`src/lplc_regs.vh`:
```
// Constants for the LED PWM latch controller: latch layout, APB map, timing.
// Included by lplc_top.v; holds definitions only.
// Summary of operation
// - Twelve 16-bit grayscale fields, blue3 highest.
// - Red, green, blue 7-bit brightness fields.
// - Force-off bit blanks outputs, clears counter.
// - Force-off bit set at power-on.
// - Repeat bit reruns period every 65536 clocks.
// - Without repeat, run exactly one period.
// - Timing reset clears counter on latch pulse.
// - Without timing reset, latch pulse leaves counter.
// - Restart at next reference clock rising edge.
// - Clock-select bit picks oscillator or shift clock.
// - Edge-select bit picks rising or falling edge.
// - Latch pulse needs command 25h and 8x idle.
// - Idle timeout clamped to 8..16384 oscillator periods.
// - Repetition advances only while reference clock runs.
// - Latch pulse copies 218 low shift bits.
`ifndef LPLC_REGS_VH
`define LPLC_REGS_VH
`define LPLC_SR_W 224
`define LPLC_LAT_W 218
`define LPLC_GRAY_W 16
`define LPLC_CH_N 12
`define LPLC_BRT_W 7
`define LPLC_BRT_R_LSB 192
`define LPLC_BRT_G_LSB 199
`define LPLC_BRT_B_LSB 206
`define LPLC_BLANK 213
`define LPLC_RPT 214
`define LPLC_TRST_BIT 215
`define LPLC_EXTCK 216
`define LPLC_EDGE 217
`define LPLC_CMD_W 6
`define LPLC_WR_CMD 6'h25
`define LPLC_GRAY_LAST 16'hFFFF
`define LPLC_TO_SH 3
`define LPLC_MIN_SH 3
`define LPLC_MAX_SH 14
`define LPLC_CNT_W 27
`define LPLC_PER_W 24
`define LPLC_PER_MAX 24'hFFFFFF
`define LPLC_IDLE_MAX 27'h7FFFFFF
`define LPLC_IDLE_ONE 27'h0000001
`define LPLC_OSC_DIV_RST 8'h04
`define LPLC_ADDR_CTRL 8'h00
`define LPLC_ADDR_STAT 8'h04
`define LPLC_ADDR_LAT0 8'h10
`define LPLC_ADDR_LAT6 8'h28
`endif

```
`src/lplc_top.v`:
```
// LED PWM latch controller: serial shift register, latch pulse detector,
// 218-bit data latch, grayscale PWM engine and an APB status/control slave.
// Assumes pclk at 50 MHz; shift clock and data arrive asynchronously.
`include "lplc_regs.vh"
`default_nettype none
module lplc_top (
  input wire pclk,
  input wire presetn,
  input wire psel,
  input wire penable,
  input wire pwrite,
  input wire [7:0] paddr,
  input wire [31:0] pwdata,
  output reg [31:0] prdata,
  output reg pready,
  output reg pslverr,
  input wire shift_clock_in,
  input wire serial_data_in,
  output reg serial_data_out,
  output reg [11:0] led_sink_output,
  output reg [6:0] red_group_brightness,
  output reg [6:0] green_group_brightness,
  output reg [6:0] blue_group_brightness
);

  function [`LPLC_CNT_W-1:0] lplc_clamp;
    input [`LPLC_CNT_W-1:0] v;
    input [`LPLC_CNT_W-1:0] lo;
    input [`LPLC_CNT_W-1:0] hi;
    begin
      if (v < lo)
        lplc_clamp = lo;
      else if (v > hi)
        lplc_clamp = hi;
      else
        lplc_clamp = v;
    end
  endfunction

  // Period capture saturates instead of wrapping, so a long pause before a
  // packet only widens the bound for its first bit.
  function [`LPLC_PER_W-1:0] lplc_sat_period;
    input [`LPLC_CNT_W-1:0] v;
    begin
      if (v > {{(`LPLC_CNT_W-`LPLC_PER_W){1'b0}}, `LPLC_PER_MAX})
        lplc_sat_period = `LPLC_PER_MAX;
      else
        lplc_sat_period = v[`LPLC_PER_W-1:0];
    end
  endfunction

  reg sck_m_q;
  reg sck_s_q;
  reg sck_p_q;
  reg sdi_m_q;
  reg sdi_s_q;
  reg [`LPLC_SR_W-1:0] sr_q;
  reg [`LPLC_CNT_W-1:0] idle_q;
  reg [`LPLC_PER_W-1:0] period_q;
  reg armed_q;
  reg [7:0] osc_div_q;
  reg [7:0] osc_cnt_q;
  reg osc_lvl_q;
  reg ref_p_q;
  reg ext_p_q;
  reg [`LPLC_LAT_W-1:0] lat_q;
  reg [`LPLC_GRAY_W-1:0] gray_cnt_q;
  reg active_q;
  reg start_q;
  reg [11:0] on_d;
  reg [31:0] rd_d;
  reg map_d;
  integer ch;

  // Both pins pass two flops; the third stage only serves edge detection.
  always @(posedge pclk or negedge presetn)
  begin
    if (!presetn)
    begin
      sck_m_q <= 1'b0;
      sck_s_q <= 1'b0;
      sck_p_q <= 1'b0;
      sdi_m_q <= 1'b0;
      sdi_s_q <= 1'b0;
    end
    else
    begin
      sck_m_q <= shift_clock_in;
      sck_s_q <= sck_m_q;
      sck_p_q <= sck_s_q;
      sdi_m_q <= serial_data_in;
      sdi_s_q <= sdi_m_q;
    end
  end

  wire sck_rise = sck_s_q & ~sck_p_q;

  always @(posedge pclk or negedge presetn)
  begin
    if (!presetn)
    begin
      sr_q <= {`LPLC_SR_W{1'b0}};
      serial_data_out <= 1'b0;
    end
    else
    begin
      if (sck_rise)
        sr_q <= {sr_q[`LPLC_SR_W-2:0], sdi_s_q};
      serial_data_out <= sr_q[`LPLC_SR_W-1];
    end
  end

  // The timeout follows the last shift period but is bounded by the
  // oscillator, so a stalled or very fast link still latches in time.
  wire [`LPLC_CNT_W-1:0] div_w = {{(`LPLC_CNT_W-8){1'b0}}, osc_div_q};
  wire [`LPLC_CNT_W-1:0] per_w = {{(`LPLC_CNT_W-`LPLC_PER_W){1'b0}}, period_q};
  wire [`LPLC_CNT_W-1:0] limit = lplc_clamp(per_w << `LPLC_TO_SH,
    div_w << `LPLC_MIN_SH, div_w << `LPLC_MAX_SH);
  wire cmd_ok = sr_q[`LPLC_SR_W-1 -: `LPLC_CMD_W] == `LPLC_WR_CMD;
  wire idle_done = armed_q & ~sck_rise & (idle_q >= limit);
  wire latch_pulse = idle_done & cmd_ok;

  always @(posedge pclk or negedge presetn)
  begin
    if (!presetn)
    begin
      idle_q <= {`LPLC_CNT_W{1'b0}};
      period_q <= `LPLC_PER_MAX;
      armed_q <= 1'b0;
    end
    else if (sck_rise)
    begin
      // Counting from one makes idle_q the number of pclk periods since
      // the rise, so the captured period and the pause are both exact.
      idle_q <= `LPLC_IDLE_ONE;
      armed_q <= 1'b1;
      period_q <= lplc_sat_period(idle_q);
    end
    else
    begin
      if (idle_q != `LPLC_IDLE_MAX)
        idle_q <= idle_q + `LPLC_IDLE_ONE;
      if (idle_done)
        armed_q <= 1'b0;
    end
  end

  // The latch has no other writer, so brightness and mode bits only move
  // on a valid pulse.
  always @(posedge pclk or negedge presetn)
  begin
    if (!presetn)
    begin
      lat_q <= {`LPLC_LAT_W{1'b0}};
      lat_q[`LPLC_BLANK] <= 1'b1;
      red_group_brightness <= 7'h00;
      green_group_brightness <= 7'h00;
      blue_group_brightness <= 7'h00;
    end
    else if (latch_pulse)
    begin
      lat_q <= sr_q[`LPLC_LAT_W-1:0];
      red_group_brightness <= sr_q[`LPLC_BRT_R_LSB +: `LPLC_BRT_W];
      green_group_brightness <= sr_q[`LPLC_BRT_G_LSB +: `LPLC_BRT_W];
      blue_group_brightness <= sr_q[`LPLC_BRT_B_LSB +: `LPLC_BRT_W];
    end
  end

  wire blank = lat_q[`LPLC_BLANK];
  wire rpt_en = lat_q[`LPLC_RPT];
  wire ext_ck = lat_q[`LPLC_EXTCK];
  wire edge_sel = lat_q[`LPLC_EDGE];

  always @(posedge pclk or negedge presetn)
  begin
    if (!presetn)
    begin
      osc_cnt_q <= 8'h00;
      osc_lvl_q <= 1'b0;
      ref_p_q <= 1'b0;
      ext_p_q <= 1'b0;
    end
    else
    begin
      if (osc_cnt_q + 8'h01 >= osc_div_q)
        osc_cnt_q <= 8'h00;
      else
        osc_cnt_q <= osc_cnt_q + 8'h01;
      osc_lvl_q <= osc_cnt_q < (osc_div_q >> 1);
      ref_p_q <= ext_ck ? sck_s_q : osc_lvl_q;
      ext_p_q <= ext_ck;
    end
  end

  wire ref_lvl = ext_ck ? sck_s_q : osc_lvl_q;
  // The cycle in which the source switches compares levels of two clocks;
  // it is masked so that the switch itself never counts as an edge.
  wire src_same = ext_ck == ext_p_q;
  wire ref_rise = src_same & ref_lvl & ~ref_p_q;
  wire ref_fall = src_same & ~ref_lvl & ref_p_q;
  wire out_edge = edge_sel ? ref_rise : ref_fall;
  wire tmg_reset = latch_pulse & sr_q[`LPLC_TRST_BIT];
  wire force_off = blank | tmg_reset;

  // A stopped reference clock gives no edges, so the counter simply holds.
  always @(posedge pclk or negedge presetn)
  begin
    if (!presetn)
    begin
      gray_cnt_q <= 16'h0000;
      active_q <= 1'b0;
      start_q <= 1'b1;
    end
    else if (force_off)
    begin
      gray_cnt_q <= 16'h0000;
      active_q <= 1'b0;
      start_q <= 1'b1;
    end
    else if (ref_rise)
    begin
      if (start_q)
      begin
        active_q <= 1'b1;
        start_q <= 1'b0;
        gray_cnt_q <= 16'h0000;
      end
      else if (active_q)
      begin
        gray_cnt_q <= gray_cnt_q + 16'h0001;
        if (gray_cnt_q == `LPLC_GRAY_LAST)
          active_q <= rpt_en;
      end
    end
  end

  always @*
  begin
    on_d = 12'h000;
    for (ch = 0; ch < `LPLC_CH_N; ch = ch + 1)
      on_d[ch] = active_q & (gray_cnt_q < lat_q[ch*`LPLC_GRAY_W +: `LPLC_GRAY_W]);
  end

  always @(posedge pclk or negedge presetn)
  begin
    if (!presetn)
      led_sink_output <= 12'h000;
    else if (force_off)
      led_sink_output <= 12'h000;
    else if (out_edge)
      led_sink_output <= on_d;
  end

  wire [`LPLC_SR_W-1:0] lat_pad = {{(`LPLC_SR_W-`LPLC_LAT_W){1'b0}}, lat_q};
  wire [7:0] lat_off = paddr - `LPLC_ADDR_LAT0;

  always @*
  begin
    rd_d = 32'h00000000;
    map_d = 1'b1;
    if (paddr == `LPLC_ADDR_CTRL)
      rd_d = {24'h000000, osc_div_q};
    else if (paddr == `LPLC_ADDR_STAT)
      rd_d = {8'h00, cmd_ok, lat_q[`LPLC_EDGE:`LPLC_BLANK], start_q, active_q,
        gray_cnt_q};
    else if (paddr >= `LPLC_ADDR_LAT0 && paddr <= `LPLC_ADDR_LAT6 &&
      paddr[1:0] == 2'h0)
      rd_d = lat_pad[lat_off[4:2]*32 +: 32];
    else
      map_d = 1'b0;
  end

  // Zero wait states: the answer is staged in the setup cycle so that the
  // access cycle completes at once.
  always @(posedge pclk or negedge presetn)
  begin
    if (!presetn)
    begin
      pready <= 1'b0;
      pslverr <= 1'b0;
      prdata <= 32'h00000000;
      osc_div_q <= `LPLC_OSC_DIV_RST;
    end
    else
    begin
      pready <= psel & ~penable;
      if (psel & ~penable)
      begin
        pslverr <= ~map_d;
        prdata <= pwrite ? 32'h00000000 : rd_d;
      end
      else
      begin
        pslverr <= 1'b0;
        prdata <= 32'h00000000;
      end
      if (psel & penable & pready & pwrite && paddr == `LPLC_ADDR_CTRL)
        osc_div_q <= pwdata[7:0];
    end
  end

endmodule
`default_nettype wire

```
`config.mk`:
```
export PLATFORM = sky130hd
export DESIGN_NAME = lplc_top
export DESIGN_NICKNAME = d
export VERILOG_FILES = /design/src/lplc_top.v
export VERILOG_INCLUDE_DIRS = /design/src
export SDC_FILE = /design/constraint.sdc
export NUM_CORES = 1
export LEC_CHECK = 0
export ABC_CLOCK_PERIOD_IN_PS = 10100
export BUFFER_PORTS_ARGS = -buffer_cell sky130_fd_sc_hd__buf_2
export CAP_MARGIN = 25
export CORE_MARGIN = 2
export CORE_UTILIZATION = 60
export DETAILED_ROUTE_END_ITERATION = 8
export PLACE_DENSITY_LB_ADDON = 0.3
export SLEW_MARGIN = 20
export SYNTH_ARGS = -nofsm -noshare
export SYNTH_HDL_FRONTEND = slang
export SYNTH_SLANG_ARGS = --single-unit
```
`constraint.sdc`:
```
create_clock -name pclk -period 10.1 [get_ports pclk]
set_input_delay 1.515 -clock pclk [delete_from_list [all_inputs] [get_ports pclk]]
set_output_delay 1.515 -clock pclk [all_outputs]
set_load 0.02 [all_outputs]
```
== Word-level counts from Yosys, hierarchy flattened ==
Index checks and enable logic that the tools add are counted.
Cells by class
  add/subtract/negate cells: 4
  multiplexer cells: 32
  bitwise gates (word level): 32
  shift operators: 1
  equality and inequality tests: 5
  order comparisons: 20
  reduce and logical (&&, ||, !) cells: 11
Operators with widths (count)
  $shiftx A224 B9 Y32: 1
  $lt A16 B16 Y1: 12
  $mux W32: 5
  $mux W27: 4
  $mux W16: 4
  $add A27 B1 Y27 const B: 1
  $ge A27 B27 Y1: 1
  $gt A27 B22 Y1: 1
  $gt A27 B24 Y1 const B: 1
  $lt A27 B11 Y1: 1
  $ne A27 B27 Y1 const B: 1
  $and A1 B1 Y1: 25
  $mux W12: 2
  $mux W24: 1
  $add A16 B1 Y16 const B: 1
  $eq A16 B16 Y1 const B: 1
  $mux W1: 15
  $add A8 B1 Y8 const B: 1
  $eq A8 B3 Y1 const B: 1
  $ge A8 B5 Y1 const B: 1
  $ge A8 B8 Y1: 1
  $le A8 B6 Y1 const B: 1
  $logic_not A8 Y1: 1
  $lt A8 B7 Y1: 1
  11 further kinds: 21
Storage, ports and cells
  output and inout port bits: 68
  register bits after elaboration: 604
  input bits: 47

== Depth between registers and ports, before layout ==
  depth in word-level cells: 10
  gate-level depth with buffers: 19

== Worst setup path after synthesis ==
No wires, ideal clock.
  path kind: register to register
  from: reg osc_div_q[2]
  to: reg lat_q[100]
  arrival: 3.812 ns
  required time: 9.973 ns
  stages on the path, launching flop included: 20
  setup slack: 6.160 ns
  cell sequence: dfstp_2 > inv_1 > ha_1 > o21ai_0 > a21oi_1 > o2111ai_1 > a2bb2oi_1 > buf_2 > mux2i_1 > or2_2 > ha_1 > nand4_1 > nor3_1 > nand2_1 > o21a_1 > a31oi_1 > buf_2 > buf_6 > buf_6 > mux2_1
On the way
  cells in the longest elaborated chain, start to end: 6
Ends and longest elaborated chain
  start, declared: line lplc_top.v:61  | reg [7:0] osc_div_q;
  start signal, assigned: line lplc_top.v:282  | osc_div_q <= `LPLC_OSC_DIV_RST;
  start signal, assigned: line lplc_top.v:298  | osc_div_q <= pwdata[7:0];
  $gt A27 B22 Y1: line lplc_top.v:33  | else if (v > hi)
  $mux W27: line lplc_top.v:33
  $mux W27 *: line lplc_top.v:31  | if (v < lo)
  $ge A27 B27 Y1 *: line lplc_top.v:120  | wire idle_done = armed_q & ~sck_rise & (idle_q >= limit);
  $and A1 B1 Y1 *: line lplc_top.v:120
  $and A1 B1 Y1 *: line lplc_top.v:121  | wire latch_pulse = idle_done & cmd_ok;
  end signal, assigned: line lplc_top.v:154  | lat_q <= {`LPLC_LAT_W{1'b0}};
  end signal, assigned: line lplc_top.v:162  | lat_q <= sr_q[`LPLC_LAT_W-1:0];
  end, declared: line lplc_top.v:66  | reg [`LPLC_LAT_W-1:0] lat_q;
Mark *: on every way between the ends. The rest lies on a longest branch, timed or not.
A chain may end at the register's enable or synchronous reset.

== Worst setup path after layout ==
  from: reg osc_div_q[2]
  to: reg red_group_brightness[3]
On the way
  cells in the longest elaborated chain, start to end: 6
Ends and longest elaborated chain
  $gt A27 B22 Y1: line lplc_top.v:33
  $mux W27: line lplc_top.v:33
  $mux W27 *: line lplc_top.v:31
  $ge A27 B27 Y1 *: line lplc_top.v:120
  $and A1 B1 Y1 *: line lplc_top.v:120
  $and A1 B1 Y1 *: line lplc_top.v:121
  end signal, assigned: line lplc_top.v:163  | red_group_brightness <= sr_q[`LPLC_BRT_R_LSB +: `LPLC_BRT_W];
  end, declared: line lplc_top.v:21  | output reg [6:0] red_group_brightness,
Marked as above.

==> qor.json <==
{
  "finish": {
    "layout.cells.most_common_list": "sky130_fd_sc_hd__nand2_1 (771), sky130_fd_sc_hd__dfrtp_1 (556), sky130_fd_sc_hd__ha_1 (237), sky130_fd_sc_hd__inv_1 (209), sky130_fd_sc_hd__mux2_2 (120)",
    "area_growth_from_synthesis_to_final_layout_pct": 9.43,
    "design.final.nets": 3328,
    "seq_area_um2": 14600,
    "mostFrequentLayoutCell": "sky130_fd_sc_hd__nand2_1",
    "fillerInstances": 3877,
    "multi_input_comb_area_um2": 14200,
    "drive_gt1_share_pct": 13.5,
    "num_antenna_cells": 0
  },
  "clocking": {
    "postCtsResizedCells": 0,
    "post-cts-setup-buffer-count": 0,
    "ctsHoldBuffers": 0,
    "clock_tree_root": "sky130_fd_sc_hd__clkbuf_16",
    "tritoncts_clock_tree": "done",
    "ctsHtreeMaxLevel": 2,
    "worst_skew_pair_latency_ps": 640,
    "path_clk_slew_ps": 60,
    "tritoncts_num_sinks": 583,
    "cts_made_buffers": 61,
    "max-clock-path-buffers": 3
  },
  "power": {
    "p_per_area_nw_per_um2": 148,
    "tot_pwr_mw": 4.92,
    "vdd_drop_max_mv": 0.146,
    "power.static_leakage_nw": 16.8
  },
  "timing": {
    "timing.final.crit_share_pct": 51.6,
    "timing.final.max_slew_violations": 0,
    "hold_viol_final": 0,
    "max-slew-margin-rel_pct": 23.9,
    "tns_ps": 0,
    "report.final.setup_viol": 0,
    "grt_setup_unrepaired": "no",
    "worst-slew-pin-transition_ps": 1140,
    "max_freq_mhz": 192,
    "period_minus_slack_ps": 5210,
    "finClkSkew_ps": 26.7
  },
  "global_routing": {
    "antenna_found_initial": 1,
    "grt_overflow": 0,
    "vias_in_the_first_global_route": 23100,
    "wire_length_of_the_first_global_routing_pass_um": 125000,
    "total_routing_usage_reported_by_global_routing_pct": 30.0,
    "grt_start_max_net_pins": 214
  },
  "setup_path": {
    "reg2reg_from": "osc_div_q[2]",
    "critical_path.startpoint_type": "flip-flop",
    "worst-path-max-fanout": 70,
    "reg2reg_path_depth": 15,
    "worstSetupStartpoint": "osc_div_q[2]",
    "setup.reg_to_reg.worst_slack_ps": 4890,
    "worst_setup_path_end_kind": "flip-flop",
    "timing.setup.critical_path_class": "reg -> reg",
    "setup.worst_path.end": "red_group_brightness[3]",
    "timing.critical_path.required_ps": 10610,
    "worst_ep_arrival_time_ps": 5730,
    "r2r-end": "red_group_brightness[3]"
  },
  "die": {
    "initial_util_pct": 60.7,
    "die_h_um": 229,
    "core_um2": 50100,
    "rows": 82,
    "die_width_um": 229,
    "die-area_um2": 52500,
    "pin_count": 115
  },
  "synthesis": {
    "synth_cell_types": 71,
    "synth_top_flop_cell": "sky130_fd_sc_hd__dfrtp_1",
    "netlist.area_leader.share_pct": 45.8,
    "asyncSetResetFlopFracSynth_pct": 100,
    "synth_seq_area_share_pct": 48.1,
    "synth_edf_count": 0,
    "postSynthAreaPerCell_um2": 10.1,
    "post_synth_instance_area_um2": 30400,
    "netlist.top_cell.by_area": "sky130_fd_sc_hd__dfrtp_1",
    "ys_ff_latch": 583,
    "synthCells": 3012,
    "synth_area_leaders": "sky130_fd_sc_hd__dfrtp_1 (46%), sky130_fd_sc_hd__ha_1 (9.8%), sky130_fd_sc_hd__nand2_1 (9.5%)",
    "ys_warn_count": 0
  },
  "route": {
    "drc": 0,
    "detail_route.first_pass.iterations": 6,
    "drt-total-wl_um": 76900,
    "wl_per_cell_um": 20.4,
    "drtIter0Drc": 2238,
    "avgViaCountPerCell": 6.03,
    "vias": 22700,
    "final_ant_viol_nets": 0
  },
  "placement": {
    "final_weighted_congestion_in_routability_driven_placement": 0.925,
    "hpwl_reported_at_the_end_of_detailed_placement_um": 51600,
    "port_buffers": 90
  },
  "outcome": {
    "run_status": "finished, final reports clean"
  },
  "run": {
    "max_cap_violations": 0
  },
  "worst_hold_path": {
    "min_path_type": "reg -> reg"
  }
}
==> power by group <==
| part | total, mW | switching (mW) | internal (mW) |
|---|---|---|---|
| Sequential | 2.43 | 0.0437 | 2.38 |
| Clock | 2.27 | 0.939 | 1.33 |
| Combinational | 0.217 | 0.153 | 0.0646 |
| Total | 4.92 | 1.14 | 3.78 |
==> metal layers <==
metal	GRT usage, %	vias to the layer above	part of all wire (%)
li1	-	10300	-
met1	42.6	11400	43
met2	47.2	808	46
met3	4.47	175	6.6
met4	11.0	2	3.7
met5	0	-	0.016
==> synthesized netlist by cell type, drive strengths merged (5+ instances only) <==
cell type and number:
a211oi 14, nand4bb 6, dfstp 27, a21boi 17
nor2 91, o311a 10, a21oi 94, nand2 771
buf 78, mux4 32, o22a 23, nor3 34
a41o 9, a21o 17, clkbuf 76, nand4 38
inv 209, a31oi 8, nand3 47, nand2b 35
a22oi 10, o211ai 27, o21a 9, and3 12
or2 9, or3 5, nor3b 12, nor2b 22
nor4 7, ha 237, and2 10, mux2 220
xnor2 17, xor2 10, mux2i 46, dfrtp 556
o21ai 119, o22ai 9
==> cell families after synthesis <==
| family | count (synthesis) | synth area share [%] |
|---|---|---|
| XOR/XNOR | 27 | 0.778 |
| adder cells (fa/ha/maj) | 237 | 9.76 |
| multiplexers | 298 | 12.0 |
| other | 1 | 0.0123 |
| buffers and inverters | 363 | 5.26 |
| AND/OR/NAND/NOR | 1119 | 16.0 |
| flip-flops | 583 | 48.1 |
| AO/OA/AOI/OAI | 384 | 8.04 |
==> stage by stage <==
step / std cells / utilization (%) / hold slack [ps] / instance area, um^2 / worst slack [ps]
after global routing: 3766 / 66.4 / 359 / 33300 / 4580
after global placement: 3648 / 62.2 / 333 / 31100 / 4630
after CTS: 3762 / 66.3 / 349 / 33200 / 4810
after floorplan: 3016 / - / 331 / 30400 / 6160
final: 3766 / 66.4 / 349 / 33300 / 4890
after detailed placement: 3649 / 62.2 / 335 / 31100 / 4790
==> worst min path at each step <==
| stage | cells after the start | to | startpoint |
|---|---|---|---|
| detailed placement | 0 | sdi_s_q | sdi_m_q |
| global route | 0 | sck_s_q | sck_m_q |
| finish | 0 | sdi_s_q | sdi_m_q |
| global placement | 0 | sdi_s_q | sdi_m_q |
| floorplan | 0 | sck_s_q | sck_m_q |
| CTS | 0 | sdi_s_q | sdi_m_q |
==> area by class of cell <==
type,instances,area share [%]
clock inverter,23,0.790
timing repair buffer,119,2.29
tap,672,2.53
sequential,583,44.0
multi-input combinational,2070,42.8
clock buffer,90,5.31
inverter,209,2.36
==> worst max-delay path: stages (launching register included) <==
cell and delay, ps:
sky130_fd_sc_hd__dfstp_2 600, sky130_fd_sc_hd__inv_1 160, sky130_fd_sc_hd__ha_1 320, sky130_fd_sc_hd__o211ai_1 160
sky130_fd_sc_hd__o21ai_0 150, sky130_fd_sc_hd__a211oi_2 750, sky130_fd_sc_hd__nor2_1 310, sky130_fd_sc_hd__a22oi_1 270
sky130_fd_sc_hd__ha_1 190, sky130_fd_sc_hd__a21oi_1 90, sky130_fd_sc_hd__o21ai_0 220, sky130_fd_sc_hd__a21oi_1 110
sky130_fd_sc_hd__o21a_1 270, sky130_fd_sc_hd__a31oi_4 230, sky130_fd_sc_hd__buf_4 820, sky130_fd_sc_hd__mux2_2 420
==> registers in the layout, summed over array words and instances, names as in the netlist, 6 cells and up <==
name and cells:
sr_q 224, gray_cnt_q 16, osc_div_q 8, led_sink_output 12, period_q 24, osc_cnt_q 8
blue_group_brightness 6, red_group_brightness 6, idle_q 27, green_group_brightness 6, prdata 32, lat_q 200
Power figures use the tool's default switching activity.
